[config.mk]
export PLATFORM = sky130hd
export DESIGN_NAME = rib_top
export DESIGN_NICKNAME = d
export VERILOG_FILES = /design/src/logic/rib_pkg.sv /design/src/logic/rib_top.sv
export SDC_FILE = /design/constraint.sdc
export NUM_CORES = 1
export LEC_CHECK = 0
export ABC_CLOCK_PERIOD_IN_PS = 8250
export BUFFER_PORTS_ARGS = -buffer_cell sky130_fd_sc_hd__clkbuf_2
export CORE_MARGIN = 3
export CORE_UTILIZATION = 55
export DETAILED_ROUTE_END_ITERATION = 8
export PLACE_DENSITY = 0.73
export SLEW_MARGIN = 30
export SYNTH_ARGS = -nofsm -noshare
export SYNTH_HDL_FRONTEND = slang
export SYNTH_SLANG_ARGS = --single-unit
[constraint.sdc]
create_clock -name i_mclk -period 8.25 [get_ports i_mclk]
set_clock_uncertainty 0.05 [all_clocks]
set_input_delay 2.0625 -clock i_mclk [delete_from_list [all_inputs] [get_ports i_mclk]]
set_output_delay 2.0625 -clock i_mclk [all_outputs]
set_load 0.02 [all_outputs]
[src/logic/rib_pkg.sv]
package rib_pkg;
    // clock
    localparam int unsigned CLK_NS          = 10;
    // initialization phase after any exit from reset
    localparam int unsigned INIT_MS         = 40;
    localparam int unsigned INIT_CYC        = INIT_MS * 1000000 / CLK_NS;
    // least low time on the reset pin that counts as a reset
    localparam int unsigned RST_PULSE_NS    = 1000;
    localparam int unsigned RST_PULSE_CYC   = (RST_PULSE_NS + CLK_NS - 1) / CLK_NS;
    // reset_release_delay: longest time from pin high to leaving reset
    localparam int unsigned REL_DELAY_NS    = 1000;
    localparam int unsigned REL_DELAY_CYC   = REL_DELAY_NS / CLK_NS;
    // cycles spent outside the release count: two sync flops, held flag,
    // entry into release and the final count step
    localparam int unsigned SYNC_LAT        = 5;
    localparam int unsigned REL_WAIT_CYC    = REL_DELAY_CYC - SYNC_LAT;
    // nonvolatile commit of the first fault and of the snapshot log
    localparam int unsigned FIRST_US        = 500;
    localparam int unsigned FIRST_CYC       = FIRST_US * 1000 / CLK_NS;
    localparam int unsigned SNAP_MS         = 4;
    localparam int unsigned SNAP_CYC        = SNAP_MS * 1000000 / CLK_NS;
    // cascade clock pulse width while firmware check keeps failing
    localparam int unsigned FW_PULSE_MS     = 250;
    localparam int unsigned FW_PULSE_CYC    = FW_PULSE_MS * 1000000 / CLK_NS;
    // stored fault-log entries checked one by one
    localparam int unsigned LOG_N           = 8;

    typedef enum logic [2:0] {
        RIB_ST_RESET   = 3'h0,
        RIB_ST_RELEASE = 3'h1,
        RIB_ST_INIT    = 3'h2,
        RIB_ST_RUN     = 3'h3,
        RIB_ST_OFF     = 3'h4
    } rib_state_e;

    typedef enum logic [1:0] {
        RIB_LG_IDLE = 2'h0,
        RIB_LG_EVT  = 2'h1,
        RIB_LG_SNAP = 2'h2
    } rib_log_e;

    // power-up integrity check results
    typedef struct packed {
        logic             fw_ok;
        logic             cfg_ok;
        logic             range_ok;
        logic [LOG_N-1:0] log_ok;
    } rib_chk_s;

    // block status
    typedef struct packed {
        logic in_reset;
        logic init;
        logic run;
        logic cfg_valid;
        logic cfg_err;
        logic brownout;
        logic fw_fail;
    } rib_stat_s;
endpackage : rib_pkg

[src/logic/rib_top.sv]
`timescale 1ns/100ps
// What this block does
// [RL1] stay in reset until the digital supply is above the release threshold
// [RL2] reset pin held low longer than the least pulse time forces reset
// [RL3] leave reset within reset_release_delay after the reset pin goes high
// [RL4] every exit from reset starts a 40 ms initialization phase
// [RL5] all I/O high-impedance while initialization runs
// [RL6] after initialization run exactly as the stored configuration says
// [RL7] bad configuration checksum: drop configuration, raise alert and status flag
// [RL8] check each fault-log entry alone, keep the good ones only
// [RL9] supply below brownout_threshold raises a brownout event
// [RL10] during brownout keep committing already captured fault events
// [RL11] below shutdown_threshold shut down; uncommitted faults are lost
// [RL12] first fault commit takes 500 us, snapshot log 4 ms more
// [RL13] bad firmware checksum at power-up resets the device
// [RL14] while firmware keeps failing, cascade clock pulses of 250 ms width
// [RL15] firmware watchdog timeout resets the device
// [RL16] all I/O high-impedance while in reset
// [RL17] every configuration parameter is range checked during recovery
// [RL18] no user configuration: I/O high-impedance, no sequencing, no fault response; fault events are still captured and committed
// [RL19] previous configuration bank erased only after the new one stored well
// [RL20] failed programming keeps the previous bank for the next reset
// [RL21] store-all-defaults copies working memory into nonvolatile configuration
// [RL22] a downloaded configuration image takes effect after the next reset
// [RL23] reset pin release synchronised to the clock before reset ends
module rib_top
    import rib_pkg::*;
#(
    parameter int unsigned INIT_CYCLES  = INIT_CYC,
    parameter int unsigned FIRST_CYCLES = FIRST_CYC,
    parameter int unsigned SNAP_CYCLES  = SNAP_CYC,
    parameter int unsigned FW_CYCLES    = FW_PULSE_CYC,
    parameter int unsigned PEND_W       = 8
) (
    // clock and reset
    input  wire logic             i_mclk,
    input  wire logic             i_rst_n,
    // pins and analog comparators
    input  wire logic             i_ext_rst_n,
    input  wire logic             i_supply_ok,
    input  wire logic             i_brownout,
    input  wire logic             i_shutdown,
    // integrity checks and watchdog
    input  wire logic             i_chk_done,
    input  wire rib_chk_s         i_chk,
    input  wire logic             i_cfg_loaded,
    input  wire logic             i_wdt_timeout,
    // fault logging
    input  wire logic             i_fault_evt,
    // configuration programming
    input  wire logic             i_store_all,
    input  wire logic             i_image_start,
    input  wire logic             i_prog_ok,
    input  wire logic             i_prog_err,
    // outputs
    output logic                  o_io_oe,
    output logic                  o_seq_en,
    output logic                  o_alert,
    output logic                  o_sync_clk,
    output logic [LOG_N-1:0]      o_log_keep,
    output logic                  o_log_commit,
    output logic                  o_log_busy,
    output logic                  o_nv_copy,
    output logic                  o_erase,
    output logic                  o_erase_bank,
    output logic                  o_prog_bank,
    output logic                  o_prog_busy,
    output logic                  o_load_bank,
    output rib_stat_s             o_stat
);

    logic [1:0]        rst_sync;
    logic              rst_n;
    logic [3:0]        pin_meta;
    logic [3:0]        pin_sync;
    logic [31:0]       pin_cnt_reg;
    logic              ext_held_reg;
    rib_state_e        st_reg;
    rib_state_e        st_next;
    logic [31:0]       st_cnt_reg;
    logic              chk_seen_reg;
    logic              fw_fail_reg;
    logic              cfg_valid_reg;
    logic [31:0]       fw_cnt_reg;
    rib_log_e          lg_reg;
    rib_log_e          lg_next;
    logic [31:0]       lg_cnt_reg;
    logic [PEND_W-1:0] pend_reg;
    logic              snap_done_reg;
    logic              active_bank_reg;

    // release of the asynchronous reset
    always_ff @(posedge i_mclk or negedge i_rst_n) begin
        if (!i_rst_n) begin
            rst_sync <= 2'h0;
        end else begin
            rst_sync <= {rst_sync[0], 1'b1};
        end
    end
    assign rst_n = rst_sync[1];

    // two-flop synchronisers for pin and comparator levels
    always_ff @(posedge i_mclk or negedge rst_n) begin
        if (!rst_n) begin
            pin_meta <= 4'h0;
            pin_sync <= 4'h0;
        end else begin
            pin_meta <= {i_ext_rst_n, i_supply_ok, i_brownout, i_shutdown}; // RL23
            pin_sync <= pin_meta;
        end
    end

    wire ext_low   = ~pin_sync[3];
    wire supply_ok = pin_sync[2];
    wire bor       = pin_sync[1];
    wire shdn      = pin_sync[0];

    // short glitches on the reset pin are filtered, not obeyed
    always_ff @(posedge i_mclk or negedge rst_n) begin
        if (!rst_n) begin
            pin_cnt_reg  <= 32'h0;
            ext_held_reg <= 1'b0;
        end else if (!ext_low) begin
            pin_cnt_reg  <= 32'h0;
            ext_held_reg <= 1'b0;
        end else if (pin_cnt_reg == RST_PULSE_CYC) begin
            ext_held_reg <= 1'b1; // RL2
        end else begin
            pin_cnt_reg <= pin_cnt_reg + 32'h1;
        end
    end

    wire hold_rst  = ~supply_ok | ext_held_reg; // RL1 RL2
    wire chk_take  = (st_reg == RIB_ST_INIT) & i_chk_done & ~chk_seen_reg;
    wire fw_bad    = chk_take & ~i_chk.fw_ok;
    wire wdt_hit   = i_wdt_timeout & ((st_reg == RIB_ST_INIT) | (st_reg == RIB_ST_RUN));
    // a late check result still ends init instead of hanging on an exact count
    wire init_end  = (st_cnt_reg >= INIT_CYCLES - 1) & chk_seen_reg;
    wire cfg_good  = cfg_valid_reg & i_cfg_loaded; // RL18
    wire st_change = st_next != st_reg;

    always_comb begin
        st_next = st_reg;
        unique case (st_reg)
            RIB_ST_RESET: begin
                if (!hold_rst) st_next = RIB_ST_RELEASE;
            end
            RIB_ST_RELEASE: begin
                if (hold_rst) st_next = RIB_ST_RESET;
                else if (st_cnt_reg == REL_WAIT_CYC) st_next = RIB_ST_INIT; // RL3
            end
            RIB_ST_INIT: begin
                if (hold_rst | wdt_hit | fw_bad) st_next = RIB_ST_RESET; // RL13 RL15
                else if (init_end) st_next = RIB_ST_RUN; // RL4
            end
            RIB_ST_RUN: begin
                if (hold_rst | wdt_hit) st_next = RIB_ST_RESET; // RL15
            end
            RIB_ST_OFF: begin
                if (!shdn) st_next = RIB_ST_RESET;
            end
            default: st_next = RIB_ST_RESET;
        endcase
        if (shdn) st_next = RIB_ST_OFF; // RL11
    end

    always_ff @(posedge i_mclk or negedge rst_n) begin
        if (!rst_n) begin
            st_reg     <= RIB_ST_RESET;
            st_cnt_reg <= 32'h0;
        end else begin
            st_reg     <= st_next;
            st_cnt_reg <= st_change ? 32'h0 : st_cnt_reg + 32'h1;
        end
    end

    // integrity check results, taken once per initialization
    always_ff @(posedge i_mclk or negedge rst_n) begin
        if (!rst_n) begin
            chk_seen_reg  <= 1'b0;
            cfg_valid_reg <= 1'b0;
            o_alert       <= 1'b0;
            o_log_keep    <= '0;
            fw_fail_reg   <= 1'b0;
        end else if (st_reg == RIB_ST_RESET || st_reg == RIB_ST_OFF) begin
            chk_seen_reg  <= 1'b0;
            cfg_valid_reg <= 1'b0;
        end else if (chk_take) begin
            chk_seen_reg  <= 1'b1;
            cfg_valid_reg <= i_chk.cfg_ok & i_chk.range_ok; // RL7 RL17
            o_alert       <= ~i_chk.cfg_ok; // RL7
            o_log_keep    <= i_chk.log_ok; // RL8
            fw_fail_reg   <= ~i_chk.fw_ok; // RL13
        end
    end

    // I/O driven only in normal operation with a usable configuration
    wire run_next = (st_next == RIB_ST_RUN) & cfg_good & ~shdn;
    always_ff @(posedge i_mclk or negedge rst_n) begin
        if (!rst_n) begin
            o_io_oe  <= 1'b0;
            o_seq_en <= 1'b0;
        end else begin
            o_io_oe  <= run_next; // RL5 RL6 RL16 RL18
            o_seq_en <= run_next; // RL18
        end
    end

    // visible heartbeat on the cascade clock while firmware stays broken
    always_ff @(posedge i_mclk or negedge rst_n) begin
        if (!rst_n) begin
            fw_cnt_reg <= 32'h0;
            o_sync_clk <= 1'b0;
        end else if (!fw_fail_reg) begin
            fw_cnt_reg <= 32'h0;
            o_sync_clk <= 1'b0;
        end else if (fw_cnt_reg == FW_CYCLES - 1) begin
            fw_cnt_reg <= 32'h0;
            o_sync_clk <= ~o_sync_clk; // RL14
        end else begin
            fw_cnt_reg <= fw_cnt_reg + 32'h1;
        end
    end

    // fault log commit: brownout blocks new captures, not pending writes
    wire alive    = st_reg != RIB_ST_OFF;
    wire capture  = i_fault_evt & ~bor & alive & ~shdn; // RL10
    wire evt_end  = (lg_reg == RIB_LG_EVT) & (lg_cnt_reg == FIRST_CYCLES - 1);
    wire snap_end = (lg_reg == RIB_LG_SNAP) & (lg_cnt_reg == SNAP_CYCLES - 1);

    always_comb begin
        lg_next = lg_reg;
        unique case (lg_reg)
            RIB_LG_IDLE: if (pend_reg != '0) lg_next = RIB_LG_EVT;
            RIB_LG_EVT:  if (evt_end) lg_next = snap_done_reg ? RIB_LG_IDLE : RIB_LG_SNAP;
            RIB_LG_SNAP: if (snap_end) lg_next = RIB_LG_IDLE; // RL12
            default:     lg_next = RIB_LG_IDLE;
        endcase
        if (shdn) lg_next = RIB_LG_IDLE; // RL11
    end

    always_ff @(posedge i_mclk or negedge rst_n) begin
        if (!rst_n) begin
            lg_reg        <= RIB_LG_IDLE;
            lg_cnt_reg    <= 32'h0;
            pend_reg      <= '0;
            snap_done_reg <= 1'b0;
            o_log_commit  <= 1'b0;
            o_log_busy    <= 1'b0;
        end else if (shdn) begin
            lg_reg        <= RIB_LG_IDLE; // RL11
            lg_cnt_reg    <= 32'h0;
            pend_reg      <= '0;
            snap_done_reg <= 1'b0;
            o_log_commit  <= 1'b0;
            o_log_busy    <= 1'b0;
        end else begin
            lg_reg        <= lg_next;
            lg_cnt_reg    <= (lg_next != lg_reg) ? 32'h0 : lg_cnt_reg + 32'h1; // RL12
            pend_reg      <= pend_reg + PEND_W'(capture) - PEND_W'(evt_end);
            o_log_commit  <= evt_end; // RL10
            o_log_busy    <= lg_next != RIB_LG_IDLE;
            if (snap_end) snap_done_reg <= 1'b1;
        end
    end

    // dual-bank configuration store
    wire prog_go = (i_store_all | i_image_start) & ~o_prog_busy & (st_reg == RIB_ST_RUN);
    always_ff @(posedge i_mclk or negedge rst_n) begin
        if (!rst_n) begin
            active_bank_reg <= 1'b0;
            o_load_bank     <= 1'b0;
            o_prog_busy     <= 1'b0;
            o_prog_bank     <= 1'b1;
            o_nv_copy       <= 1'b0;
            o_erase         <= 1'b0;
            o_erase_bank    <= 1'b0;
        end else begin
            o_nv_copy <= prog_go & i_store_all; // RL21
            o_erase   <= o_prog_busy & i_prog_ok; // RL19
            if (prog_go) begin
                o_prog_busy <= 1'b1;
                o_prog_bank <= ~active_bank_reg;
            end else if (o_prog_busy & i_prog_ok) begin
                o_prog_busy     <= 1'b0;
                active_bank_reg <= o_prog_bank;
                o_erase_bank    <= active_bank_reg; // RL19
            end else if (o_prog_busy & i_prog_err) begin
                o_prog_busy <= 1'b0; // RL20
            end
            // the bank in use changes only across a reset
            if (st_reg == RIB_ST_RESET) o_load_bank <= active_bank_reg; // RL20 RL22
        end
    end

    always_ff @(posedge i_mclk or negedge rst_n) begin
        if (!rst_n) begin
            o_stat <= '0;
        end else begin
            o_stat.in_reset  <= (st_next == RIB_ST_RESET) | (st_next == RIB_ST_RELEASE);
            o_stat.init      <= st_next == RIB_ST_INIT;
            o_stat.run       <= st_next == RIB_ST_RUN;
            o_stat.cfg_valid <= cfg_valid_reg;
            o_stat.cfg_err   <= o_alert; // RL7
            o_stat.brownout  <= bor; // RL9
            o_stat.fw_fail   <= fw_fail_reg;
        end
    end
endmodule : rib_top

# == Word level (Yosys, flattened, before mapping) ==
# Index checks and enable logic that the tools add are counted.
# classes
add_sub_neg,6
order_cmp,1
n_eq_ne,19
muxes,38
bitwise_logic,36
n_reduce_logical,12
# ops
cell,count
2-to-1 mux 32 bit,7
adder 32 x 1 -> 32 bit (second input constant),4
== test 32 x 7 -> 1 bit (second input constant),2
== test 32 x 16 -> 1 bit (second input constant),1
== test 32 x 19 -> 1 bit (second input constant),1
== test 32 x 25 -> 1 bit (second input constant),1
>= comparator 32 x 22 -> 1 bit (second input constant),1
2-to-1 mux 3 bit,7
AND 1 bit,19
2-to-1 mux 1 bit,15
== test 3 x 2 -> 1 bit (second input constant),4
2-to-1 mux 2 bit,6
one-hot mux 3 bit (4 select lines),1
inverter 1 bit,11
adder 8 x 1 -> 8 bit,1
2-to-1 mux 8 bit,1
nonzero test 2 bit,4
nonzero test 8 bit,1
subtractor 8 x 1 -> 8 bit,1
== test 3 x 1 -> 1 bit (second input constant),2
zero test 3 bit,2
OR 1 bit,6
one-hot mux 2 bit (3 select lines),1
AND reduction 2 bit,2
11 further kinds,11
# word_totals
register_bits,183
input_bits,25
out_inout_bits,27
elab_cells,147

# == Logic depth before layout (Yosys ltp) ==
# depth
word_depth,11
depth_mapped,15
mapped_depth_nobuf,15

# == Worst setup path before layout ==
# Ideal clock, no wire load.
# synth_path
kind,input-to-reg
from,input port i_fault_evt
to,register pend_reg[6]
setup_time_ns,0.132
t_arrival_ns,3.603
required_ns,8.068
slack_ns,4.465
stages,11
n_path_buf,0
path_cell_list,nand3_1 -> ha_1 -> inv_1 -> ha_1 -> fa_1 -> a21oi_1 -> o21bai_1 -> a21oi_1 -> o21bai_1 -> xnor2_1 -> nor2_1
# synth_via
elab_chain_cells,6
# synth_lines
element,line,source
start: declaration,rib_top.sv:49,"input wire logic i_fault_evt,"
AND 1 bit (3 in a row),rib_top.sv:227,wire capture = i_fault_evt & ~bor & alive & ~shdn;
adder 8 x 1 -> 8 bit,rib_top.sv:260,pend_reg <= pend_reg + PEND_W'(capture) - PEND_W'(evt_end);
subtractor 8 x 1 -> 8 bit,rib_top.sv:260,
2-to-1 mux 8 bit,rib_top.sv:250,end else if (shdn) begin
end signal: assignment,rib_top.sv:260,
end: declaration,rib_top.sv:88,logic [PEND_W-1:0] pend_reg;
# No other way between the ends.
# A chain may end at the register's enable or synchronous reset.

# == Worst setup path in the final report ==
# layout_path
from,input port i_wdt_timeout
to,register st_cnt_reg[19]
# layout_via
elab_chain_cells,8
word_cells_on_any_way,9
cone_classes,1 x eq/ne; 5 x mux; 3 x bitwise
# layout_lines
element,line,source
start: declaration,rib_top.sv:47,"input wire logic i_wdt_timeout,"
AND 1 bit (*),rib_top.sv:136,wire wdt_hit = i_wdt_timeout & ((st_reg == RIB_ST_INIT) | (st_reg == RIB_ST_RUN));
OR 1 bit (*),"rib_top.sv:153, rib_top.sv:157",
OR 1 bit,rib_top.sv:153,if (hold_rst | wdt_hit | fw_bad) st_next = RIB_ST_RESET;
2-to-1 mux 3 bit,rib_top.sv:153,
one-hot mux 3 bit (4 select lines) (*),rib_top.sv:144,unique case (st_reg)
2-to-1 mux 3 bit (*),rib_top.sv:164,if (shdn) st_next = RIB_ST_OFF;
inequality test 3 bit (*),rib_top.sv:140,wire st_change = st_next != st_reg;
2-to-1 mux 32 bit (*),rib_top.sv:173,st_cnt_reg <= st_change ? 32'h0 : st_cnt_reg + 32'h1;
end signal: assignment,rib_top.sv:173,
end: declaration,rib_top.sv:80,logic [31:0] st_cnt_reg;
# Mark *: on every way between the ends. The rest lies on a longest branch, timed or not.

==> impl_metrics.yaml <==
power_and_ir_drop:
  power_frac_seq_pct: 51.4
  p_leak_nw: 4.26
  power_density_nw_per_um2: 190
  power_frac_clock_pct: 40.1
  total_power_mw: 1.84
  p_int_mw: 1.38
  p_comb_share_pct: 8.5
  power.switching_uw: 458
  p_sw_share_pct: 24.9
  irDropWorstVdd_mv: 0.148
synthesis:
  yosysTopAreaCellShare_pct: 52.6
  async_flop_share_pct: 100
  ys_ff_latch: 183
  post-synth-top-count-cell: "dfrtp_1"
  yosys-top-cells-area: "dfrtp_1 53%, xor2_1 7.8%, nor2_1 7.1%"
  synth.cell_area_um2: 8650
  synthFlopType: "dfrtp_1"
  yosysSeqAreaShare_pct: 52.9
  yosys_warnings: 0
  synth_top_area_cell: "dfrtp_1"
  syn_nets: 900
  netlist_top_cells_count: "182 x dfrtp_1, 163 x nor2_1, 77 x xor2_1, 50 x nand2_1, 50 x nand3_1"
  yosysUniqueCellTypes: 53
  synth_area_per_cell_um2: 10.1
  syn_inst: 858
  synth_edf_count: 0
global_route:
  grt_remaining_overflow: 0
  antenna_found_initial: 0
  grt_pass1_vias: 6006
  grt_pass1_wl_um: 28700
  grt_max_degree: 72
  grt_usage_pct: 19.9
route:
  drt_first_pass_iters: 4
  drc_errors: 0
  drt_wl_total_um: 16500
  routed_via_density: 5.44
  wl_per_cell_um: 14.6
  vias: 6163
  ant_nets: 0
  drtIter0Drc: 464
timing:
  worstMarginPinSlew_ns: 0.923
  tns_ns: 0
  report.final.hold_viol_count: 0
  layout_min_cycle_time_ns: 3.71
  max_freq_ghz: 0.270
  rsz0062_at_grt: "no"
  setup_viol: 0
  fin_crit_sh_pct: 45.0
  slew-limit-headroom_pct: 37.9
  maxSlewViolCount: 0
clock_network:
  clkTransAtPathRegs_ns: 0.07
  cts_sinks: 183
  cts_root_buf: "clkbuf_16"
  cts_buffers: 17
  clkLatencyLatePin_ns: 0.43
  htreeDepth: 4
  cts_tree: "done"
  cts.repair.resized: 0
  clock_path_buffers: 2
  postCtsSetupBuffers: 0
  cts_hold_buffers: 0
floorplanning:
  start_util_pct: 56.5
  num_rows: 45
  core_um2: 15300
  die_area_um2: 17300
  die_y_um: 131
  io_pins: 52
  die_x_um: 131
final_layout:
  area_growth_pct: 11.6
  drive_gt1_share_pct: 12.1
  fin_nets: 951
  diodes: 0
worst_setup_path:
  cp.required_ns: 8.50
  arrival_ns: 3.96
  end_kind: "flop"
  ff2ff_path_depth: 14
  reg2reg_slack_ns: 4.92
  slowest_stage: "a211oi_1"
  r2r_end: "pend_reg[7]$_DFF_PN0_"
  r2r-start: "lg_cnt_reg[0]$_DFF_PN0_"
  worstSetupStartpointType: "primary input"
  critPathBufInv: 2
  critPathTopFamily: "simple AND/OR/NAND/NOR gates"
  crit_cells: 8
  crit_type: "in -> reg"
  crit_chain: "clkbuf_2, nand2b_1, a211oi_1, nand3b_1, or3b_1, a31oi_2, buf_4, nor2_1"
  cp_max_fo: 32
  slowest_delay_ns: 0.50
worst_hold_path:
  worst_hold_path.endpoint: "pin_sync[1]$_DFF_PN0_"
  min_path_type: "reg -> reg"
  min_path_cells: 0
  hp-start: "pin_meta[1]$_DFF_PN0_"
status:
  status: "complete, no violations"
placed_design:
  port_buffers: 51
  gp_congestion: 0.838
  dp.final_hpwl_um: 11300
run:
  max-cap-violations: 0
per-stage QoR:
stage               cell area (µm²)  hold WS [ns]  util, %  worst slack (ns)  cells
floorplan                      8650         0.281        -              2.72    858
global placement               9110         0.282     59.5              4.20   1101
detailed placement             9120         0.286     59.5              4.11   1101
CTS                            9660         0.300     63.0              4.56   1133
global route                   9660         0.308     63.1              4.43   1133
finish                         9660         0.296     63.1              4.54   1133
logic make-up after synthesis:
kind of cell | after synthesis | share of synthesized area (%)
buf+inv | 46 | 2.18
simple gates | 431 | 25.2
xor+xnor | 121 | 12.2
compound gates | 47 | 3.30
fa+ha+maj | 17 | 2.54
mux | 12 | 1.53
other cells | 1 | 0.0433
flops | 183 | 52.9
cells in the final DEF (no fill, tap or decap), types with 14 or more instances in the layout:
master     netlist  final
dfrtp_1        182    180
nor2_1         163    163
xor2_1          77     77
clkbuf_2         0     51
nand3_1         50     50
nand2_1         50     50
xnor2_1         44     44
nand4_1         29     29
and3_1          25     25
inv_1           23     23
nor3_1          20     20
clkbuf_16        0     17
ha_1            16     16
nor4_1          16     15
a21oi_1         16     15
o21ai_0         14     14
how the worst max path moves through the flow:
stage	startpoint	to	slack, ns
detailed placement	i_wdt_timeout	st_cnt_reg[4]$_DFF_PN0_	4.11
global placement	i_wdt_timeout	st_cnt_reg[14]$_DFF_PN0_	4.20
CTS	i_wdt_timeout	st_cnt_reg[4]$_DFF_PN0_	4.56
floorplan	rst_sync[1]$_DFF_PN0_	active_bank_reg$_DFFE_PN0P_	2.72
global route	i_wdt_timeout	st_cnt_reg[31]$_DFF_PN0_	4.43
finish	i_wdt_timeout	st_cnt_reg[19]$_DFF_PN0_	4.54
power groups by stage:
stage | Sequential, mW | Clock, mW | Combinational [mW]
floorplan | 0.965 | 0 | 0.107
global placement | 0.961 | 0 | 0.155
detailed placement | 0.962 | 0 | 0.158
CTS | 0.945 | 0.754 | 0.160
global route | 0.949 | 0.796 | 0.180
finish | 0.945 | 0.737 | 0.157
area by class of cell:
| class | count | area (µm²) |
|---|---|---|
| clock buffers | 21 | 460 |
| fillers | 1290 | 5660 |
| flip-flops and latches | 183 | 4590 |
| well taps | 211 | 264 |
| repair buffers | 55 | 289 |
| inverters | 23 | 86.3 |
| multi-input cells | 629 | 3900 |
| clock inverters | 11 | 76.3 |
layer usage:
metal | GRT usage [%] | share of wire (%)
met5 | 0 | 0
met4 | 6.07 | 1.8
met3 | 4.33 | 3.3
met2 | 30.4 | 47
met1 | 28.9 | 48
No activity file was read; power rests on OpenSTA's default activity.
